--- config.mk ---
export PLATFORM = sky130hd
export DESIGN_NAME = mstop_ctrl
export DESIGN_NICKNAME = d
export VERILOG_FILES = /design/src/verilog/mstop_pkg.sv /design/src/verilog/mstop_ctrl.sv
export SDC_FILE = /design/constraint.sdc
export NUM_CORES = 1
export LEC_CHECK = 0
export BUFFER_PORTS_ARGS = -buffer_cell sky130_fd_sc_hd__clkbuf_2
export CAP_MARGIN = 20
export CORE_AREA = 2 2 69 71
export CTS_CLUSTER_SIZE = 24
export DETAILED_ROUTE_END_ITERATION = 12
export DIE_AREA = 0 0 71 73
export PLACE_DENSITY_LB_ADDON = 0.25
export SKIP_CTS_REPAIR_TIMING = 1
export SLEW_MARGIN = 10
export SYNTH_ARGS = -nofsm -noshare
export SYNTH_HDL_FRONTEND = slang
export SYNTH_SLANG_ARGS = --single-unit
--- constraint.sdc ---
create_clock -name SYS_CLK -period 2.2 [get_ports SYS_CLK]
set_input_delay 0.44 -clock SYS_CLK [delete_from_list [all_inputs] [get_ports SYS_CLK]]
set_output_delay 0.44 -clock SYS_CLK [all_outputs]
set_load 0.02 [all_outputs]
--- src/verilog/mstop_pkg.sv ---
// Package for the module stop control block: register map, bit layout, reset values
package mstop_pkg;

  localparam int unsigned MSTOP_ADDR_W = 1;
  // Register indices (byte-wide registers on the plain register port)
  localparam logic [MSTOP_ADDR_W-1:0] MSTOP_OFS_HIGH = 1'h0;
  localparam logic [MSTOP_ADDR_W-1:0] MSTOP_OFS_LOW  = 1'h1;

  // Stop bit positions within the 16-bit stop register
  localparam int unsigned MSTOP_BIT_MAC  = 15;
  localparam int unsigned MSTOP_BIT_XFER = 14;
  localparam int unsigned MSTOP_BIT_PTU  = 13;
  localparam int unsigned MSTOP_BIT_TMR8 = 12;
  localparam int unsigned MSTOP_BIT_PPG  = 11;
  localparam int unsigned MSTOP_BIT_DAC  = 10;
  localparam int unsigned MSTOP_BIT_ADC  = 9;
  localparam int unsigned MSTOP_BIT_SC2  = 7;
  localparam int unsigned MSTOP_BIT_SC1  = 6;
  localparam int unsigned MSTOP_BIT_SC0  = 5;

  // Reset: everything stopped except memory access and transfer controllers
  localparam logic [15:0] MSTOP_RESET = 16'h3fff;
  // Bits that steer a module
  localparam logic [15:0] MSTOP_LIVE_MASK = 16'hfee0;
  localparam logic [7:0]  MSTOP_ZERO8 = 8'h00;
  localparam logic [9:0]  MSTOP_ZERO10 = 10'h000;

  // Stop indications to the supporting modules
  typedef struct packed {
    logic mac;
    logic xfer;
    logic ptu;
    logic tmr8;
    logic pulse_pattern_generator;
    logic dac;
    logic adc;
    logic sc2;
    logic sc1;
    logic sc0;
  } mstop_halt_t;

endpackage : mstop_pkg

--- src/verilog/mstop_ctrl.sv ---
// Module stop control: stop register and registered per-module stop indications
//
// Function
// - Set bit halts module after bus cycle
// - Cleared bit resumes module after bus cycle
// - Serial channels and converter lose state
// - After reset only memory access and transfer controllers run
// - Stopped module register access disabled
// - Upper byte bits 15..9 map modules
// - Lower byte bits 7..5 map serial channels
// - Bits 8, 4..0 are plain storage
// - Stopped module does no interrupts
`timescale 1ns/1ps
`default_nettype none

module mstop_ctrl
  import mstop_pkg::*;
(
  input  wire logic                    SYS_CLK,
  input  wire logic                    RESETN,
  input  wire logic [MSTOP_ADDR_W-1:0] ADDR,
  input  wire logic [7:0]              WDATA,
  input  wire logic                    WR,
  input  wire logic                    RD,
  input  wire logic                    BUS_CYCLE_END,
  input  wire logic                    MAC_ACTIVE,
  input  wire logic                    XFER_ACTIVE,
  output var  logic [7:0]              RDATA,
  output var  mstop_halt_t             HALT,
  output var  logic                    SC2_CLEAR,
  output var  logic                    SC1_CLEAR,
  output var  logic                    SC0_CLEAR,
  output var  logic                    ADC_CLEAR,
  output var  logic [9:0]              ACCESS_BLOCK
);

  // Scope, for whoever wires this in:
  // - it only raises stop, clear and access-block levels; each module gates its own
  //   clock and register decode from them, so a stopped module raises no interrupts
  // - a request left pending in a module that is then stopped can be neither cleared
  //   nor serviced until it runs again; software turns such interrupts off first
  // - stopping every module and then sleeping also halts the bus controller; nothing
  //   here guards against it, that is the software's duty
  // - the register port is taken to belong to the CPU alone; other bus masters are not
  //   told apart, so that duty rests on the system wiring

  logic [15:0]  stop_reg;
  logic [15:0]  next_stop_reg;
  logic [7:0]   next_rdata;
  mstop_halt_t  halt_want;
  mstop_halt_t  next_halt;
  logic         next_sc2_clear;
  logic         next_sc1_clear;
  logic         next_sc0_clear;
  logic         next_adc_clear;

  // Reset picture of the stop indications, built bit by bit from the register
  // reset value so the two can never drift apart
  localparam mstop_halt_t halt_reset = '{
    mac:  MSTOP_RESET[MSTOP_BIT_MAC],
    xfer: MSTOP_RESET[MSTOP_BIT_XFER],
    ptu:  MSTOP_RESET[MSTOP_BIT_PTU],
    tmr8: MSTOP_RESET[MSTOP_BIT_TMR8],
    pulse_pattern_generator:  MSTOP_RESET[MSTOP_BIT_PPG],
    dac:  MSTOP_RESET[MSTOP_BIT_DAC],
    adc:  MSTOP_RESET[MSTOP_BIT_ADC],
    sc2:  MSTOP_RESET[MSTOP_BIT_SC2],
    sc1:  MSTOP_RESET[MSTOP_BIT_SC1],
    sc0:  MSTOP_RESET[MSTOP_BIT_SC0]
  };

  // Masks ORed from one-hot terms: every bit that steers a module, and the two controllers that run
  // out of reset
  localparam logic [15:0] live_bits = (16'h0001 << MSTOP_BIT_MAC)  |
                                      (16'h0001 << MSTOP_BIT_XFER) |
                                      (16'h0001 << MSTOP_BIT_PTU)  |
                                      (16'h0001 << MSTOP_BIT_TMR8) |
                                      (16'h0001 << MSTOP_BIT_PPG)  |
                                      (16'h0001 << MSTOP_BIT_DAC)  |
                                      (16'h0001 << MSTOP_BIT_ADC)  |
                                      (16'h0001 << MSTOP_BIT_SC2)  |
                                      (16'h0001 << MSTOP_BIT_SC1)  |
                                      (16'h0001 << MSTOP_BIT_SC0);
  localparam logic [15:0] run_bits  = (16'h0001 << MSTOP_BIT_MAC) |
                                      (16'h0001 << MSTOP_BIT_XFER);

  // Layout checks at elaboration: a clash would let one bit steer two modules, or
  // leave a module running out of reset that should be stopped
  if (MSTOP_OFS_HIGH == MSTOP_OFS_LOW) begin : g_bad_map
    $error("high and low stop registers share one index");
  end
  if (live_bits != MSTOP_LIVE_MASK) begin : g_bad_mask
    $error("module stop bits overlap or disagree with the live mask");
  end
  if (MSTOP_BIT_SC2 >= MSTOP_BIT_ADC) begin : g_bad_order
    $error("serial channel stop bits must sit below the converter bit");
  end
  if ((MSTOP_RESET & live_bits) != (live_bits & ~run_bits)) begin : g_bad_reset
    $error("reset value must stop every module but the two controllers");
  end

  // Register writes; controller stop bits cannot be set while busy
  always_comb begin
    next_stop_reg = stop_reg;
    if (WR && ADDR == MSTOP_OFS_HIGH) begin
      next_stop_reg[15:8] = WDATA;
      if (MAC_ACTIVE && !stop_reg[MSTOP_BIT_MAC]) begin
        next_stop_reg[MSTOP_BIT_MAC] = 1'b0;
      end
      if (XFER_ACTIVE && !stop_reg[MSTOP_BIT_XFER]) begin
        next_stop_reg[MSTOP_BIT_XFER] = 1'b0;
      end
    end else if (WR && ADDR == MSTOP_OFS_LOW) begin
      next_stop_reg[7:0] = WDATA;
    end
  end

  // Read data valid only the cycle after the read strobe
  always_comb begin
    next_rdata = MSTOP_ZERO8;
    if (RD) begin
      next_rdata = (ADDR == MSTOP_OFS_HIGH) ? stop_reg[15:8] : stop_reg[7:0];
    end
  end

  // Map register bits onto module stop requests
  always_comb begin
    halt_want.mac  = stop_reg[MSTOP_BIT_MAC];
    halt_want.xfer = stop_reg[MSTOP_BIT_XFER];
    halt_want.ptu  = stop_reg[MSTOP_BIT_PTU];
    halt_want.tmr8 = stop_reg[MSTOP_BIT_TMR8];
    halt_want.pulse_pattern_generator  = stop_reg[MSTOP_BIT_PPG];
    halt_want.dac  = stop_reg[MSTOP_BIT_DAC];
    halt_want.adc  = stop_reg[MSTOP_BIT_ADC];
    halt_want.sc2  = stop_reg[MSTOP_BIT_SC2];
    halt_want.sc1  = stop_reg[MSTOP_BIT_SC1];
    halt_want.sc0  = stop_reg[MSTOP_BIT_SC0];
  end

  // Stop indications move only when the current bus cycle ends,
  // so a module never sees its stop change mid-access
  always_comb begin
    next_halt = HALT;
    if (BUS_CYCLE_END) begin
      next_halt = halt_want;
    end
    // Modules without retention are held in clear while stopped
    next_sc2_clear = next_halt.sc2;
    next_sc1_clear = next_halt.sc1;
    next_sc0_clear = next_halt.sc0;
    next_adc_clear = next_halt.adc;
  end

  // All state registers
  always_ff @(posedge SYS_CLK or negedge RESETN) begin
    if (!RESETN) begin
      stop_reg     <= MSTOP_RESET;
      RDATA        <= MSTOP_ZERO8;
      HALT         <= halt_reset;
      // Serial channels and converter start out cleared; modules stopped at reset start out shut off from access
      SC2_CLEAR    <= halt_reset.sc2;
      SC1_CLEAR    <= halt_reset.sc1;
      SC0_CLEAR    <= halt_reset.sc0;
      ADC_CLEAR    <= halt_reset.adc;
      ACCESS_BLOCK <= halt_reset;
    end else begin
      stop_reg     <= next_stop_reg;
      RDATA        <= next_rdata;
      HALT         <= next_halt;
      SC2_CLEAR    <= next_sc2_clear;
      SC1_CLEAR    <= next_sc1_clear;
      SC0_CLEAR    <= next_sc0_clear;
      ADC_CLEAR    <= next_adc_clear;
      ACCESS_BLOCK <= next_halt;
    end
  end

  // Assertions: each sits beside the rule it guards; all but the reset check are
  // switched off while reset is held, since the outputs then sit at their reset
  // picture rather than at what the register asks for

  // Reset picture seen on the first edge after release
  property p_reset_value;
    @(posedge SYS_CLK)
      $rose(RESETN) |-> stop_reg == MSTOP_RESET && HALT == halt_reset;
  endproperty
  a_reset_value: assert property (p_reset_value)
    else $error("stop register reset value wrong");

  // Outside a boundary the indications hold still
  property p_halt_hold;
    @(posedge SYS_CLK) disable iff (!RESETN)
      !BUS_CYCLE_END |=> $stable(HALT);
  endproperty
  a_halt_hold: assert property (p_halt_hold) else $error("halt moved mid cycle");

  // A set bit stops its module at the next boundary
  property p_halt_set;
    @(posedge SYS_CLK) disable iff (!RESETN)
      BUS_CYCLE_END && stop_reg[MSTOP_BIT_PTU] |=> HALT.ptu;
  endproperty
  a_halt_set: assert property (p_halt_set) else $error("module not halted");

  // A cleared bit lets its module run and out of its clear
  property p_halt_clr;
    @(posedge SYS_CLK) disable iff (!RESETN)
      BUS_CYCLE_END && !stop_reg[MSTOP_BIT_SC0] |=> !HALT.sc0 && !SC0_CLEAR;
  endproperty
  a_halt_clr: assert property (p_halt_clr) else $error("module not resumed");

  // A stopped serial channel is held cleared
  property p_clear_sc;
    @(posedge SYS_CLK) disable iff (!RESETN)
      HALT.sc1 |-> SC1_CLEAR;
  endproperty
  a_clear_sc: assert property (p_clear_sc) else $error("serial state kept");

  // Register access follows the stop indications
  property p_block;
    @(posedge SYS_CLK) disable iff (!RESETN)
      1'b1 |-> ACCESS_BLOCK == HALT;
  endproperty
  a_block: assert property (p_block) else $error("access not blocked");

  // A busy memory access controller keeps running
  property p_refuse;
    @(posedge SYS_CLK) disable iff (!RESETN)
      WR && ADDR == MSTOP_OFS_HIGH && MAC_ACTIVE && !stop_reg[MSTOP_BIT_MAC]
        |=> !stop_reg[MSTOP_BIT_MAC];
  endproperty
  a_refuse: assert property (p_refuse) else $error("busy controller stopped");

  // Spare bits are plain storage
  property p_spare;
    @(posedge SYS_CLK) disable iff (!RESETN)
      WR && ADDR == MSTOP_OFS_LOW |=> stop_reg[4:0] == $past(WDATA[4:0]);
  endproperty
  a_spare: assert property (p_spare) else $error("spare bits not stored");

  // Low byte reads back as stored
  property p_readback;
    @(posedge SYS_CLK) disable iff (!RESETN)
      RD && ADDR == MSTOP_OFS_LOW |=> RDATA == $past(stop_reg[7:0]);
  endproperty
  a_readback: assert property (p_readback) else $error("read data wrong");

  // High byte reads back as stored
  property p_read_high;
    @(posedge SYS_CLK) disable iff (!RESETN)
      RD && ADDR == MSTOP_OFS_HIGH |=> RDATA == $past(stop_reg[15:8]);
  endproperty
  a_read_high: assert property (p_read_high) else $error("high byte read wrong");

  // Read data stand for one cycle only; a stale byte would otherwise be read twice
  property p_rdata_idle;
    @(posedge SYS_CLK) disable iff (!RESETN)
      !RD |=> RDATA == MSTOP_ZERO8;
  endproperty
  a_rdata_idle: assert property (p_rdata_idle) else $error("read data outside slot");

  // Idle controllers take the whole high byte as written
  property p_store_high;
    @(posedge SYS_CLK) disable iff (!RESETN)
      WR && ADDR == MSTOP_OFS_HIGH && !MAC_ACTIVE && !XFER_ACTIVE
        |=> stop_reg[15:8] == $past(WDATA);
  endproperty
  a_store_high: assert property (p_store_high) else $error("high byte not stored");

  // Serial channel bits land with the low byte
  property p_store_low;
    @(posedge SYS_CLK) disable iff (!RESETN)
      WR && ADDR == MSTOP_OFS_LOW |=> stop_reg[7:0] == $past(WDATA);
  endproperty
  a_store_low: assert property (p_store_low) else $error("low byte not stored");

  // A busy transfer controller keeps running as well
  property p_refuse_xfer;
    @(posedge SYS_CLK) disable iff (!RESETN)
      WR && ADDR == MSTOP_OFS_HIGH && XFER_ACTIVE && !stop_reg[MSTOP_BIT_XFER]
        |=> !stop_reg[MSTOP_BIT_XFER];
  endproperty
  a_refuse_xfer: assert property (p_refuse_xfer) else $error("busy controller stopped");

  // At a boundary every indication takes the register picture at once
  property p_halt_follow;
    @(posedge SYS_CLK) disable iff (!RESETN)
      BUS_CYCLE_END |=> HALT == $past(halt_want);
  endproperty
  a_halt_follow: assert property (p_halt_follow) else $error("halt missed boundary");

  // The converter is held cleared exactly while it is stopped
  property p_clear_adc;
    @(posedge SYS_CLK) disable iff (!RESETN)
      ADC_CLEAR == HALT.adc;
  endproperty
  a_clear_adc: assert property (p_clear_adc) else $error("converter clear wrong");

  // A resumed serial channel is let out of its clear
  property p_clear_release;
    @(posedge SYS_CLK) disable iff (!RESETN)
      !HALT.sc2 |-> !SC2_CLEAR;
  endproperty
  a_clear_release: assert property (p_clear_release) else $error("serial clear stuck");

  // Main scenarios
  c_stop: cover property (@(posedge SYS_CLK) disable iff (!RESETN) $rose(HALT.dac));
  c_run: cover property (@(posedge SYS_CLK) disable iff (!RESETN) $fell(HALT.adc));
  c_refuse: cover property (@(posedge SYS_CLK) disable iff (!RESETN)
    WR && ADDR == MSTOP_OFS_HIGH && XFER_ACTIVE);
  c_refuse_mac: cover property (@(posedge SYS_CLK) disable iff (!RESETN)
    WR && ADDR == MSTOP_OFS_HIGH && MAC_ACTIVE && !stop_reg[MSTOP_BIT_MAC]);
  c_all_run: cover property (@(posedge SYS_CLK) disable iff (!RESETN) HALT == MSTOP_ZERO10);

endmodule : mstop_ctrl

`default_nettype wire

==> run metrics, run 1 <==
Antenna diodes=0; Tightest Pin Transition=0.813 ns; I/O Buffers=47; Layout Skew=0.00616 ns; Max Buffers Root-to-Sink=2; Root Driver=clkbuf_8; most common cell in the netlist=dfstp_2; fill count=440; final core occ=0.386; final period utilization=0.658; post-DR wirelength/cell=13.8 um; Max VDD drop=0.283 mV; largest net degree at the start of global routing=35; final max-slew violation count=0; Design Area, Final=1750 um^2; Syn-to-layout area delta=17.6%; Die Y=73 um; syn avg cell area=15.2 um^2; cell taking the most area after synthesis=dfstp_2; Setup WS pre-CTS=0.613 ns; DR top layer=met4; total clock sinks=34; Tot Pwr=1.72 mW; DRT iter0 DRCs=46; Top FF cell, synth=dfstp_2; Reg2Reg Launch Point=stop_reg[9]; HPWL after detailed placement=1830 um; normalized max-slew margin=0.458; worst-path fanout max=4; YS warnings=0; RSZ-0062 raised after global routing=false; post-route DRC violation count=0; drt via density=4.37; num rows=25; max reg flops=16; die span in x=71 um; final worst slack=0.752 ns; WP buf/inv=1; first-pass GRT wire length=4210 um; Max Fclk=690 MHz; power density over the cells=980 nW/um^2; vias in the first global route=825; critical path's top delay family=flip-flops; Post-DP Area=1660 um^2; Starting Density=0.328; WS Path Type=reg -> out; register area share after synthesis=0.590; cells after synthesis=98; largest cells by area after synthesis=dfstp_2, dfrtp_1, mux2_2; top cells by count, synth=dfstp_2, mux2_2, buf_4, dfrtp_1; Synth async-reset ratio=1.00; worst skew pair latency=0.28 ns; max_cap viols=0; leak pwr=0.829 nW; slowest stage cell, crit path=dfstp_2; Yosys reg bits=34; total gr overflow=0; startpoint types=flop; I/O pin cnt=48; Cell Chain, Critical Path=clkbuf_2; ANT nets after route=0; clk slew on worst S/H paths=0.07 ns; M1 wire length=1120 um; EDFF count, synth=0; post-synth top area share=0.388; count of final setup violators=0; Cell Area, Synth=1490 um^2; WL final=2620 um; die footprint=5180 um^2; routed length on met3=137 um; # nets final=151; setup_tns=0 ns; Placer Congestion=0.680; share of layout cells above drive strength 1=0.750; sequential cell area=878 um^2; total CTS buffers=5; crit path DAT=1.01 ns; footprint of the multi-input gates=478 um^2; Final Hold Viols=0; TritonRoute pass-1 iters=4; Tmin final=1.45 ns; number of library cell types mapped by synthesis=14; syn nets=114; Met2 Wirelength=1290 um; Critical Path End Type=primary output; vias after detailed routing=830; Core ar.=4540 um^2; Crit path required time=1.76 ns; GRT Resource Usage Total=0.111; H-tree depth=2; max incr delay on CP=0.55 ns; worst setup path startpoint=ACCESS_BLOCK[3]; initial antenna violation count=0; CTS tree=yes; min-delay worst type=in -> async; status=finished, final reports clean
## stage by stage
| stage | hold slack (ns) | cells |
|---|---|---|
| after global routing | 0.303 | 190 |
| final | 0.243 | 190 |
| after global placement | 0.492 | 182 |
| after detailed placement | 0.509 | 182 |
| after CTS | 0.262 | 190 |
| after floorplan | 0.144 | 98 |
## cells by family (layout without fill, tap and decap cells)
logic type | after synthesis | count (layout) | share of synthesized area
AO/OA/AOI/OAI | 2 | 2 | 0.0118
multiplexers | 32 | 32 | 0.250
AND/OR/NAND/NOR | 13 | 13 | 0.0588
buffers and inverters | 17 | 55 | 0.0891
flip-flops | 34 | 34 | 0.590
## power breakdown
part / switching, mW / internal [mW] / total, mW
Sequential: 0.0619 / 0.773 / 0.834
Combinational: 0.236 / 0.171 / 0.407
Clock: 0.222 / 0.252 / 0.474
## cell usage in the layout, fill, tap and decap left out
master,instances
dfstp_2,22
nor2b_2,1
nor3b_1,2
clkbuf_1,1
nor2b_1,8
clkinv_2,1
mux2_4,6
clkbuf_2,47
o22a_1,2
mux2i_1,8
nand2_2,1
or2b_1,1
mux2_2,18
clkbuf_8,6
dfrtp_1,12
## area by class of cell
cell class | count | area share
sequential | 34 | 0.502
multi-input combinational | 47 | 0.273
timing repair buffer | 47 | 0.134
clock buffer | 7 | 0.0493
tap | 54 | 0.0386
clock inverter | 1 | 0.00286
## layer usage
metal	track usage	vias up
met4	0.0629	0
met3	0.0497	5
met5	0	-
met1	0.133	410
met2	0.168	20
li1	-	395
## path summary, 6_finish.rpt
check,slack [ns],cells after the start,to
max reg2reg,1.40,2,RDATA[1]
min reg2reg,0.52,1,stop_reg[14]
min in group SYS_CLK,0.40,2,stop_reg[8]
max in group asynchronous,1.45,1,ACCESS_BLOCK[9]
min,0.24,1,RDATA[5]
max,0.75,1,ADC_CLEAR
No activity file was read; power rests on OpenSTA's default activity.
==> run 2: changes to the inputs <==
==> constraint.sdc (replaced) <==
create_clock -name SYS_CLK -period 1.4 [get_ports SYS_CLK]
set_input_delay 0.28 -clock SYS_CLK [delete_from_list [all_inputs] [get_ports SYS_CLK]]
set_output_delay 0.28 -clock SYS_CLK [all_outputs]
set_load 0.02 [all_outputs]
==> run 2 against run 1 <==
Clock-buffer cell count rose by 1. Non-clock buffer count is 3 higher. Clock power is 42% higher. First-iteration DRC count decreased by 39%. Critical path depth stayed put. Sequential share of layout area shrank 0.32 points. Power grew 53%. Worst hold slack got worse by 0.23 ns. Critical endpoint is now ACCESS_BLOCK[2]. Largest cell class unchanged.
==> run metrics, run 2 (synthesized netlist as in run 1, its figures left out) <==
status=finished, final reports clean; met2 Track Usage GR=0.189 (+0.0208); setup_tns=0 ns (unchanged); Tmin final=1.27 ns; share of layout cells above drive strength 1=0.741 (-0.00899); RSZ-0062 raised after global routing=false; Placer Congestion=0.700 (+2.9%); H-tree depth=2 (unchanged); CTS tree=yes; die span in x=71 um (unchanged); WS Path Type=reg -> out; Max VDD drop=0.468 mV (+65%); I/O Buffers=47 (unchanged); final worst slack=0.126 ns (-0.626 ns); initial antenna violation count=0 (unchanged); DRT iter0 DRCs=28 (-39%); Layout Skew=0.00168 ns (-0.00448 ns); Tot Pwr=2.63 mW (+53%); max_cap viols=0 (unchanged); grt met1 use=0.125 (-0.00735); Max Buffers Root-to-Sink=2 (unchanged); GRT Resource Usage Total=0.114 (+0.00222); power density over the cells=1490 nW/um^2 (+52%); post-route DRC violation count=0 (unchanged); ANT nets after route=0 (unchanged); drt via density=4.35 (-0.49%); largest net degree at the start of global routing=35 (unchanged); WL final=2610 um (-0.42%); post-DR wirelength/cell=13.5 um (-2.0%); vias in the first global route=889 (+7.8%); Critical Path End Type=primary output; TritonRoute pass-1 iters=3 (-1); # nets final=154 (+2.0%); most crowded layer after global routing=met2; most common cell after layout, fill and taps aside=clkbuf_2; Starting Density=0.328 (unchanged); Antenna diodes=0 (unchanged); Die Y=73 um (unchanged); vias after detailed routing=839 (+1.1%); min-delay worst type=in -> async; Root Driver=clkbuf_8; Final Hold Viols=0 (unchanged); max reg flops=16 (unchanged); clk slew on worst S/H paths=0.06 ns (about the same); leak pwr=0.835 nW (+0.72%); startpoint types=flop; first-pass GRT wire length=4330 um (+2.9%); slowest stage cell, crit path=dfstp_2; die footprint=5180 um^2 (unchanged); WP buf/inv=1 (unchanged); Max Fclk=785 MHz; final max-slew violation count=0 (unchanged); normalized max-slew margin=0.724 (+0.265); total CTS buffers=5 (unchanged); Core ar.=4540 um^2 (unchanged); total gr overflow=0 (unchanged); final core occ=0.388 (+0.00248); crit path DAT=0.99 ns (-0.02 ns); I/O pin cnt=48 (unchanged); total clock sinks=34 (unchanged); worst skew pair latency=0.28 ns (about the same); final period utilization=0.910; num rows=25 (unchanged); HPWL after detailed placement=1910 um (+4.3%); commonest non-fill, non-tap cells in the layout=clkbuf_2, dfstp_2, mux2_2; critical path's top delay family=flip-flops; Syn-to-layout area delta=18.3%; Setup WS pre-CTS=0.226 ns (-0.387 ns); count of final setup violators=0 (unchanged); Cell Chain, Critical Path=clkbuf_2; Tightest Pin Transition=0.414 ns (-0.398 ns); max incr delay on CP=0.55 ns (about the same); worst-path fanout max=4 (unchanged); Crit path required time=1.12 ns (-0.64 ns); met3 Usage GRT=0.0442 (-0.00552)
[run 2: cell count changes in the layout (fill, tap and decap cells not counted), sizes merged]
| cell | previous run | this run |
|---|---|---|
| clkbuf | 54 | 55 |
| clkinv | 1 | 0 |
| buf | 0 | 3 |
[run 2: power by group]
| part | leakage, nW | switching, mW | internal [mW] | total, mW |
|---|---|---|---|---|
| sequential | 0.383 | 0.0982 | 1.21 | 1.31 |
| clock | 0.0395 | 0.318 | 0.353 | 0.671 |
| combinational | 0.413 | 0.371 | 0.274 | 0.645 |
| total | 0.835 | 0.788 | 1.84 | 2.63 |
[run 2: layer usage]
metal	share of wire	wire length, um
met3	0.051	132
met5	0	0
met2	0.53	1380
met4	0.023	59
met1	0.40	1040
[run 2: through the flow]
stage / instances / hold WS, ns / area [um^2]
after CTS: 193 / 0.0234 / 1760
after detailed placement: 185 / 0.332 / 1680
final: 193 / 0.0161 / 1760
after floorplan: 98 / -0.0156 / 1490
after global placement: 185 / 0.327 / 1680
after global routing: 193 / 0.0509 / 1760
[run 2: cell type report]
class	count	area (um^2)
tap	54	67.6
multi-input combinational	47	478
fill	445	2770
clock buffer	8	80.1
sequential	34	878
timing repair buffer	50	258
[run 2: path summary, 6_finish.rpt]
path / from / to / slack [ns] / cells after the start
worst min-delay path: RESETN / stop_reg[15] / 0.02 / 2
min in group SYS_CLK: WDATA[0] / stop_reg[8] / 0.25 / 2
max in group asynchronous: RESETN / stop_reg[5] / 1.05 / 2
worst max register to register: stop_reg[7] / RDATA[7] / 0.58 / 2
worst max-delay path: ACCESS_BLOCK[2] / ACCESS_BLOCK[2] / 0.13 / 1
worst min register to register: stop_reg[15] / stop_reg[15] / 0.52 / 1
